--- config.mk ---
export PLATFORM = sky130hd
export DESIGN_NAME = isf_top
export DESIGN_NICKNAME = d
export VERILOG_FILES = /design/src/design/isf_pkg.sv /design/src/design/isf_top.sv
export VERILOG_INCLUDE_DIRS = /design/src /design/src/design
export SDC_FILE = /design/constraint.sdc
export NUM_CORES = 1
export LEC_CHECK = 0
export BUFFER_PORTS_ARGS = -buffer_cell sky130_fd_sc_hd__buf_2
export CAP_MARGIN = 20
export CORE_MARGIN = 3
export CORE_UTILIZATION = 31
export DETAILED_ROUTE_END_ITERATION = 10
export HOLD_SLACK_MARGIN = 0.08
export PLACE_DENSITY = 0.58
export SETUP_SLACK_MARGIN = 0.05
export SLEW_MARGIN = 5
export SYNTH_ARGS = -nofsm -noshare
export SYNTH_HDL_FRONTEND = slang
export SYNTH_SLANG_ARGS = --single-unit
--- constraint.sdc ---
create_clock -name core_clk -period 2.2 [get_ports core_clk]
set_input_delay 0.11 -clock core_clk [delete_from_list [all_inputs] [get_ports core_clk]]
set_output_delay 0.11 -clock core_clk [all_outputs]
set_load 0.005 [all_outputs]
--- src/design/isf_params.svh ---
/*
  Constants of the two-wire status flag block: register offsets, flag bit
  positions, control and count bit positions, flag reset value and SMBus mask.
  Assumes inclusion by bare name from the package and the design file.
*/
`ifndef ISF_PARAMS_SVH
`define ISF_PARAMS_SVH

`define ISF_OFF_STATUS 8'h18
`define ISF_OFF_CLEAR 8'h1c
`define ISF_OFF_CTRL 8'h00
`define ISF_OFF_COUNT 8'h04
`define ISF_OFF_RXDATA 8'h24
`define ISF_OFF_TXDATA 8'h28

`define ISF_B_ALARM 13
`define ISF_B_TLIM 12
`define ISF_B_PEC 11
`define ISF_B_OVERRUN 10
`define ISF_B_ARB 9
`define ISF_B_BUSERR 8
`define ISF_B_CCD 7
`define ISF_B_TDONE 6
`define ISF_B_STOP 5
`define ISF_B_NACK 4
`define ISF_B_MATCH 3
`define ISF_B_RXF 2
`define ISF_B_TXREQ 1
`define ISF_B_TXEMPTY 0

`define ISF_C_EN 0
`define ISF_C_TXIRQ 1
`define ISF_C_HOLDDIS 17
`define ISF_C_BYTECTL 16
`define ISF_C_TXDMA 14
`define ISF_C_ALARMEN 22
`define ISF_C_HOSTCFG 20

`define ISF_N_START 13
`define ISF_N_STOP 14
`define ISF_N_LSB 16
`define ISF_N_MSB 23
`define ISF_N_RELOAD 24
`define ISF_N_AUTO 25

`define ISF_FLAGS_RESET 14'h0001
`define ISF_SMBUS_MASK 14'h3800

`endif

--- src/design/isf_pkg.sv ---
/*
  Types of the two-wire status flag block.
  Assumes the params header is on the include path.
*/
`include "isf_params.svh"
package isf_pkg;
  typedef struct packed {
    logic alarm_fall;
    logic time_limit;
    logic pec_mismatch;
    logic overrun;
    logic arb_lost;
    logic misplaced_cond;
    logic addr_phase;
    logic count_moved;
    logic stop_cond;
    logic stop_by_self;
    logic nack_rx;
    logic addr_match;
    logic rx_byte;
    logic tx_need;
    logic target_mode;
  } isf_bus_ev_t;
  typedef enum logic [1:0] {isf_idle, isf_rdata, isf_bresp} isf_bus_state_t;
endpackage

--- src/design/isf_top.sv ---
/*
  Interrupt status flags of a two-wire bus controller/target, with an
  AXI4-Lite slave for the status, clear, control, count and data registers.
  Assumes bus engine events arrive as one-cycle pulses on core_clk.
*/
// Contract
// - alarm flag on enabled alarm pin fall, only with host configuration set
// - time limit flag on any timeout
// - packet check error flag, then auto NACK
// - no SMBus: three bits read zero
// - overrun flag only target, holding disabled
// - arbitration lost flag until cleared
// - bus error, not in target address
// - count continue done; cleared by count write of nonzero byte count
// - transfer done; cleared by start/stop
// - stop seen only when involved
// - not acknowledge flag on NACK
// - own match flag on address match
// - rx full set on byte, read clears
// - tx request set when empty, write clears
// - software forces tx request when holding disabled
// - tx empty; write one flushes
// - disabled forces tx empty high
// - disabled holds other flags zero
// - clear one clears; match clear drops start
`include "isf_params.svh"
module isf_top #(
  parameter bit HAS_SMBUS = 1'b1
) (
  input wire logic core_clk,
  input wire logic sys_rst,
  input wire isf_pkg::isf_bus_ev_t bus_ev,
  input wire logic [7:0] rx_byte_data,
  output logic nack_pec,
  output logic tx_event_irq,
  output logic tx_dma_req,
  output logic [7:0] tx_byte_data,
  output logic start_req,
  input wire logic [7:0] s_axi_awaddr,
  input wire logic s_axi_awvalid,
  output logic s_axi_awready,
  input wire logic [31:0] s_axi_wdata,
  input wire logic [3:0] s_axi_wstrb,
  input wire logic s_axi_wvalid,
  output logic s_axi_wready,
  output logic [1:0] s_axi_bresp,
  output logic s_axi_bvalid,
  input wire logic s_axi_bready,
  input wire logic [7:0] s_axi_araddr,
  input wire logic s_axi_arvalid,
  output logic s_axi_arready,
  output logic [31:0] s_axi_rdata,
  output logic [1:0] s_axi_rresp,
  output logic s_axi_rvalid,
  input wire logic s_axi_rready
);
  import isf_pkg::*;

  logic [13:0] flags_reg, flags_next;
  logic [31:0] ctrl_reg, ctrl_next;
  logic [31:0] count_reg, count_next;
  logic [7:0] rx_reg, rx_next;
  logic [7:0] tx_reg, tx_next;
  logic nack_reg, nack_next;
  logic [7:0] awa_reg, awa_next;
  logic [31:0] wd_reg, wd_next;
  logic aw_have_reg, aw_have_next, w_have_reg, w_have_next;
  logic [31:0] rd_reg, rd_next;
  logic [1:0] rresp_reg, rresp_next, bresp_reg, bresp_next;
  isf_bus_state_t rst_reg, rst_next, wst_reg, wst_next;
  logic wr_do, rd_do;
  logic [31:0] wmask;
  logic [13:0] clr_bits, status_view;
  logic enabled, hold_dis;

  // Byte lanes from strobes, shared by every writable register
  function automatic logic [31:0] lane_mask(input logic [3:0] s);
    lane_mask = {{8{s[3]}}, {8{s[2]}}, {8{s[1]}}, {8{s[0]}}};
  endfunction

  function automatic logic mapped(input logic [7:0] a);
    if (a == `ISF_OFF_STATUS) mapped = 1'b1;
    else if (a == `ISF_OFF_CLEAR) mapped = 1'b1;
    else if (a == `ISF_OFF_CTRL) mapped = 1'b1;
    else if (a == `ISF_OFF_COUNT) mapped = 1'b1;
    else if (a == `ISF_OFF_RXDATA) mapped = 1'b1;
    else if (a == `ISF_OFF_TXDATA) mapped = 1'b1;
    else mapped = 1'b0;
  endfunction

  assign enabled = ctrl_reg[`ISF_C_EN];
  assign hold_dis = ctrl_reg[`ISF_C_HOLDDIS];
  assign wr_do = aw_have_reg && w_have_reg && (wst_reg == isf_idle);
  assign rd_do = s_axi_arvalid && s_axi_arready;
  assign wmask = lane_mask(wd_reg[3:0] == 4'h0 ? 4'h0 : 4'hf) & 32'h0;

  // Write channel: address and data latched in either order
  always_comb begin
    awa_next = awa_reg;
    wd_next = wd_reg;
    aw_have_next = aw_have_reg;
    w_have_next = w_have_reg;
    wst_next = wst_reg;
    bresp_next = bresp_reg;
    if (s_axi_awvalid && s_axi_awready) begin
      awa_next = s_axi_awaddr;
      aw_have_next = 1'b1;
    end
    if (s_axi_wvalid && s_axi_wready) begin
      wd_next = s_axi_wdata & lane_mask(s_axi_wstrb);
      w_have_next = 1'b1;
    end
    case (wst_reg)
      isf_idle: begin
        if (wr_do) begin
          wst_next = isf_bresp;
          aw_have_next = 1'b0;
          w_have_next = 1'b0;
          bresp_next = mapped(awa_reg) ? 2'h0 : 2'h2;
        end
      end
      isf_bresp: begin
        if (s_axi_bready) wst_next = isf_idle;
      end
      default: wst_next = isf_idle;
    endcase
  end

  assign s_axi_awready = !aw_have_reg && (wst_reg == isf_idle);
  assign s_axi_wready = !w_have_reg && (wst_reg == isf_idle);
  assign s_axi_bvalid = (wst_reg == isf_bresp);
  assign s_axi_bresp = bresp_reg;

  // Status view: unsupported SMBus bits (alarm, time limit, packet check) read zero
  always_comb begin
    status_view = flags_reg;
    if (!HAS_SMBUS) status_view = flags_reg & ~`ISF_SMBUS_MASK;
  end

  // Read channel; reading receive data clears the full flag below
  always_comb begin
    rst_next = rst_reg;
    rd_next = rd_reg;
    rresp_next = rresp_reg;
    case (rst_reg)
      isf_idle: begin
        if (rd_do) begin
          rst_next = isf_rdata;
          rresp_next = 2'h0;
          if (s_axi_araddr == `ISF_OFF_STATUS) rd_next = {18'h0, status_view};
          else if (s_axi_araddr == `ISF_OFF_CTRL) rd_next = ctrl_reg;
          else if (s_axi_araddr == `ISF_OFF_COUNT) rd_next = count_reg;
          else if (s_axi_araddr == `ISF_OFF_RXDATA) rd_next = {24'h0, rx_reg};
          else if (s_axi_araddr == `ISF_OFF_TXDATA) rd_next = {24'h0, tx_reg};
          else if (s_axi_araddr == `ISF_OFF_CLEAR) rd_next = 32'h0;
          else begin
            rd_next = 32'h0;
            rresp_next = 2'h2;
          end
        end
      end
      isf_rdata: begin
        if (s_axi_rready) rst_next = isf_idle;
      end
      default: rst_next = isf_idle;
    endcase
  end

  assign s_axi_arready = (rst_reg == isf_idle);
  assign s_axi_rvalid = (rst_reg == isf_rdata);
  assign s_axi_rdata = rd_reg;
  assign s_axi_rresp = rresp_reg;

  // Flags: set beats clear, disable beats both
  always_comb begin
    logic wr_stat, wr_clr, wr_ctrl, wr_cnt, wr_tx, rd_rx, tgt;
    wr_stat = wr_do && (awa_reg == `ISF_OFF_STATUS);
    wr_clr = wr_do && (awa_reg == `ISF_OFF_CLEAR);
    wr_ctrl = wr_do && (awa_reg == `ISF_OFF_CTRL);
    wr_cnt = wr_do && (awa_reg == `ISF_OFF_COUNT);
    wr_tx = wr_do && (awa_reg == `ISF_OFF_TXDATA);
    rd_rx = rd_do && (s_axi_araddr == `ISF_OFF_RXDATA);
    tgt = bus_ev.target_mode;
    flags_next = flags_reg;
    ctrl_next = wr_ctrl ? wd_reg : ctrl_reg;
    count_next = wr_cnt ? wd_reg : count_reg;
    rx_next = rx_reg;
    tx_next = tx_reg;
    nack_next = 1'b0;
    clr_bits = wr_clr ? wd_reg[13:0] : 14'h0;
    // Clear first, so a set in the same cycle wins
    flags_next = flags_next & ~(clr_bits & 14'h3f38);
    if (clr_bits[`ISF_B_MATCH]) count_next[`ISF_N_START] = 1'b0;
    if (wr_cnt && wd_reg[`ISF_N_MSB:`ISF_N_LSB] != 8'h00) begin
      flags_next[`ISF_B_CCD] = 1'b0;
    end
    if (wr_cnt && (wd_reg[`ISF_N_START] || wd_reg[`ISF_N_STOP])) begin
      flags_next[`ISF_B_TDONE] = 1'b0;
    end
    if (rd_rx) flags_next[`ISF_B_RXF] = 1'b0;
    if (wr_tx) begin
      tx_next = wd_reg[7:0];
      flags_next[`ISF_B_TXREQ] = 1'b0;
      flags_next[`ISF_B_TXEMPTY] = 1'b0;
    end
    if (wr_stat && wd_reg[`ISF_B_TXEMPTY]) flags_next[`ISF_B_TXEMPTY] = 1'b1;
    if (wr_stat && wd_reg[`ISF_B_TXREQ] && hold_dis) begin
      flags_next[`ISF_B_TXREQ] = 1'b1;
    end
    if (ctrl_reg[`ISF_C_HOSTCFG] && ctrl_reg[`ISF_C_ALARMEN] && bus_ev.alarm_fall) begin
      flags_next[`ISF_B_ALARM] = 1'b1;
    end
    if (bus_ev.time_limit) flags_next[`ISF_B_TLIM] = 1'b1;
    if (bus_ev.pec_mismatch) begin
      flags_next[`ISF_B_PEC] = 1'b1;
      nack_next = 1'b1;
    end
    if (bus_ev.overrun && tgt && hold_dis) flags_next[`ISF_B_OVERRUN] = 1'b1;
    if (bus_ev.arb_lost) flags_next[`ISF_B_ARB] = 1'b1;
    if (bus_ev.misplaced_cond && !(tgt && bus_ev.addr_phase)) begin
      flags_next[`ISF_B_BUSERR] = 1'b1;
    end
    if (bus_ev.count_moved && count_reg[`ISF_N_RELOAD]
        && (!tgt || ctrl_reg[`ISF_C_BYTECTL])) begin
      flags_next[`ISF_B_CCD] = 1'b1;
    end
    if (bus_ev.count_moved && !tgt && !count_reg[`ISF_N_RELOAD]
        && !count_reg[`ISF_N_AUTO]) begin
      flags_next[`ISF_B_TDONE] = 1'b1;
    end
    // Target side: the match flag still up means addressed this transfer
    if (bus_ev.stop_cond && ((!tgt && bus_ev.stop_by_self)
        || (tgt && flags_reg[`ISF_B_MATCH]))) begin
      flags_next[`ISF_B_STOP] = 1'b1;
    end
    if (bus_ev.nack_rx) flags_next[`ISF_B_NACK] = 1'b1;
    if (bus_ev.addr_match) flags_next[`ISF_B_MATCH] = 1'b1;
    if (bus_ev.rx_byte) begin
      rx_next = rx_byte_data;
      flags_next[`ISF_B_RXF] = 1'b1;
    end
    if (bus_ev.tx_need) begin
      flags_next[`ISF_B_TXREQ] = 1'b1;
      flags_next[`ISF_B_TXEMPTY] = 1'b1;
    end
    if (!HAS_SMBUS) flags_next = flags_next & ~`ISF_SMBUS_MASK;
    // Disable last: it overrides every event of the same cycle
    if (!enabled) begin
      flags_next = `ISF_FLAGS_RESET;
      nack_next = 1'b0;
    end
  end

  // Transmit event follows the request flag level while its enable is set
  assign tx_event_irq = flags_reg[`ISF_B_TXREQ] && ctrl_reg[`ISF_C_TXIRQ];
  assign tx_dma_req = flags_reg[`ISF_B_TXREQ] && ctrl_reg[`ISF_C_TXDMA];
  assign nack_pec = nack_reg;
  assign tx_byte_data = tx_reg;
  assign start_req = count_reg[`ISF_N_START];

  always_ff @(posedge core_clk) begin
    if (sys_rst) begin
      flags_reg <= `ISF_FLAGS_RESET;
      ctrl_reg <= 32'h0;
      count_reg <= 32'h0;
      rx_reg <= 8'h0;
      tx_reg <= 8'h0;
      nack_reg <= 1'b0;
      awa_reg <= 8'h0;
      wd_reg <= 32'h0;
      aw_have_reg <= 1'b0;
      w_have_reg <= 1'b0;
      rd_reg <= 32'h0;
      rresp_reg <= 2'h0;
      bresp_reg <= 2'h0;
      rst_reg <= isf_idle;
      wst_reg <= isf_idle;
    end else begin
      flags_reg <= flags_next;
      ctrl_reg <= ctrl_next;
      count_reg <= count_next;
      rx_reg <= rx_next;
      tx_reg <= tx_next;
      nack_reg <= nack_next;
      awa_reg <= awa_next;
      wd_reg <= wd_next;
      aw_have_reg <= aw_have_next;
      w_have_reg <= w_have_next;
      rd_reg <= rd_next;
      rresp_reg <= rresp_next;
      bresp_reg <= bresp_next;
      rst_reg <= rst_next;
      wst_reg <= wst_next;
    end
  end

  logic unused_ok;
  assign unused_ok = ^wmask;
endmodule // isf_top

==> results.yml <==
status:
  outcome: "finished, final reports clean"
placed_design:
  place_congestion: 0.8167
  port_buffers: 132
  dp_hpwl_mm: 14.65
  postPlaceCellArea_sq_mm: 0.008197
job:
  maxCapViolations: 0
worst_setup_path:
  crit_arrival_ps: 2320
  worst-path-max-fanout: 32
  cp_slowest_cell: "dlygate4sd3_1"
  worstSetupPathType: "register to register"
  worstPathCellList: "nor2_1 -> and2_1 -> buf_4 -> nand3_1 -> dlygate4sd3_1 -> a21oi_1"
  cp-end-kind: "register"
  crit_required_ps: 2550
  crit_path_max_incr_delay_ps: 580
  r2r_slack_ps: 230
  path_buf_inv: 2
  start_kind: "register"
  crit_family: "buffers and inverters"
global_route:
  grt_pass1_wl_mm: 35.05
  antenna_found_initial: 0
  grt_max_degree: 96
  grt_util_all_layers: 0.1697
  first_global_vias: 6442
  overflow: 0
yosys:
  ys_warn_count: 0
  synth_top_area_share: 0.4758
  synth_area_sq_mm: 0.007278
  synth_area_leaders: "dfxtp_1 48%, nand2_1 9.4%, a21oi_1 8.9%"
  syn-instance-count: 867
  async_reset_ff_frac: 0
  yosysUniqueCellTypes: 53
  synth_seq_cells: 173
  synth_edf_count: 0
  yosys.area.top_type: "dfxtp_1"
  ys.flop_type: "dfxtp_1"
  synth_area_per_cell_sq_um: 8.395
  ys_seq_area_frac: 0.4758
routing:
  wl_per_cell_um: 15.60
  route.detailed.drc: 0
  drt_first_pass_iters: 5
  vias: 6772
  viasPerCell: 4.848
  initialDrtViolationCount: 459
  finalWirelength_mm: 21.79
  antenna_left: 0
clocking:
  insertion_delay_ps: 430
  numCtsBuffers: 17
  cts_sinks: 173
  cts_buffer_depth: 2
  cts_tree: "done"
  clk_pin_slew_ps: 70
  cts-root-buf: "clkbuf_16"
  htree_num_levels: 4
sta:
  worst_pin_slew_ps: 608.7
  rsz0062_at_grt: "no"
  finalSetupViolCount: 0
  finalCritPeriodShare: 0.8932
  fin_tns_setup_ps: 0
  max_slew_margin: 0.5911
  min_period_ps: 1965
  finalClockSkew_ps: 11.12
  finalHoldViolCount: 0
  drv_slew: 0
  fmax_ghz: 0.5089
floorplan:
  ios: 135
  rows: 55
  die_w_um: 159.2
  core_sq_mm: 0.02285
  dieArea_sq_mm: 0.02535
  start_util: 0.3186
  fp.dieH_um: 159.2
pwr:
  power-per-cell-area_mw_per_mm2: 712.0
  peakVddDrop_v: 0.0003695
  leakagePower_nw: 3.691
finish:
  drive_gt1_frac: 0.2196
  antenna_cells: 0
  syn_to_final_growth_pct: 34.69
  fin_area_sq_mm: 0.009803
  layout.nets: 1153
min_path:
  hold_path.class: "input pin to register"
-- cells by family after synthesis --
kind of cell,after synthesis,synth area share
compound gates,204,0.1726
buf+inv,91,0.05879
flops,173,0.4758
mux,46,0.06670
other cells,1,0.0005152
simple gates,352,0.2255
-- area by class of cell --
class	instances	area [sq um]
Clock buffer	19	452.9
Clock inverter	13	152.6
Fill cell	2321	13040
Inverter	20	75.07
Multi-Input combinational cell	604	3393
Sequential cell	173	3463
Tap cell	313	391.6
Timing Repair Buffer	255	1874
-- per-layer routing --
layer | GRT usage | up-vias | wire length [um]
met5 | 0 | - | 0
met4 | 0.04536 | 0 | 342
met3 | 0.04396 | 19 | 1194
met2 | 0.2613 | 170 | 9714
li1 | - | 3393 | -
met1 | 0.2366 | 3190 | 10540
-- placed cells by master (no fill, tap or decap), drive strengths merged, types with 12 or more instances in the layout --
master and instances:
o21ai 12, nor2 60, clkbuf 19, dlygate4sd3 100, inv 27, dfxtp 173
nor3 12, a21oi 129, a22oi 28, nand2 183, nand3b 12, mux2i 26
mux2 20, buf 155, nand3 37
-- tightest hold or removal path: stages --
cell and delay, ps:
buf_2 70, mux2_2 130, nand2_1 70, a21oi_1 120
-- path summary, 6_finish.rpt --
check | to | from | cells after the start
max | wd_reg[18] | wst_reg[1] | 6
min reg2reg | ctrl_reg[18] | ctrl_reg[18] | 2
max reg2reg | wd_reg[18] | wst_reg[1] | 6
min | flags_reg[5] | bus_ev[5] | 4
-- cell usage after synthesis, types with 2 or more instances --
master and number:
a211oi_2 3, buf_4 6, inv_1 20, clkbuf_1 41, nor2_1 49, nor4_1 4
and2_1 5, and4_1 2, nand2_1 183, nor2b_1 9, mux2_2 20, nor3_1 10
o22ai_1 8, a211oi_1 5, nand3b_1 12, mux2i_1 26, o21ai_0 11, and3b_1 2
nand2b_1 5, a311oi_1 2, a22oi_1 18, dfxtp_1 173, a22oi_2 10, nand3_1 37
a22o_1 4, nand4_1 8, a21oi_1 129, nor2_2 10, or4_1 3, buf_6 4
o41ai_1 4, o32ai_1 6, buf_2 18
-- through the flow --
| stage | hold slack (ps) | std cells | worst slack, ps | utilization | power, mW |
|---|---|---|---|---|---|
| global route | 157.5 | 1397 | 102.7 | 0.4291 | 7.231 |
| finish | 109.2 | 1397 | 234.9 | 0.4291 | 6.980 |
| CTS | 97.09 | 1397 | 264.8 | 0.4291 | 7.045 |
| global placement | 321.2 | 1265 | 443.9 | 0.3588 | 3.819 |
| detailed placement | 322.8 | 1265 | 415.8 | 0.3588 | 3.822 |
| floorplan | 202.0 | 868 | 607.8 | - | 3.618 |
-- timing repair --
action                    in CTS  in global routing
setup buffers                  0                  0
hold buffers                 100                  0
hold endpoints to repair      68                  0
resized for setup              0                  0
-- power by group --
| group | switching, mW | leakage (nW) | total, mW | internal [mW] |
|---|---|---|---|---|
| clock | 1.33 | 0.299 | 3.10 | 1.77 |
| combinational | 0.340 | 1.99 | 0.633 | 0.293 |
| sequential | 0.0581 | 1.40 | 3.25 | 3.19 |
No activity file was read; power rests on OpenSTA's default activity.
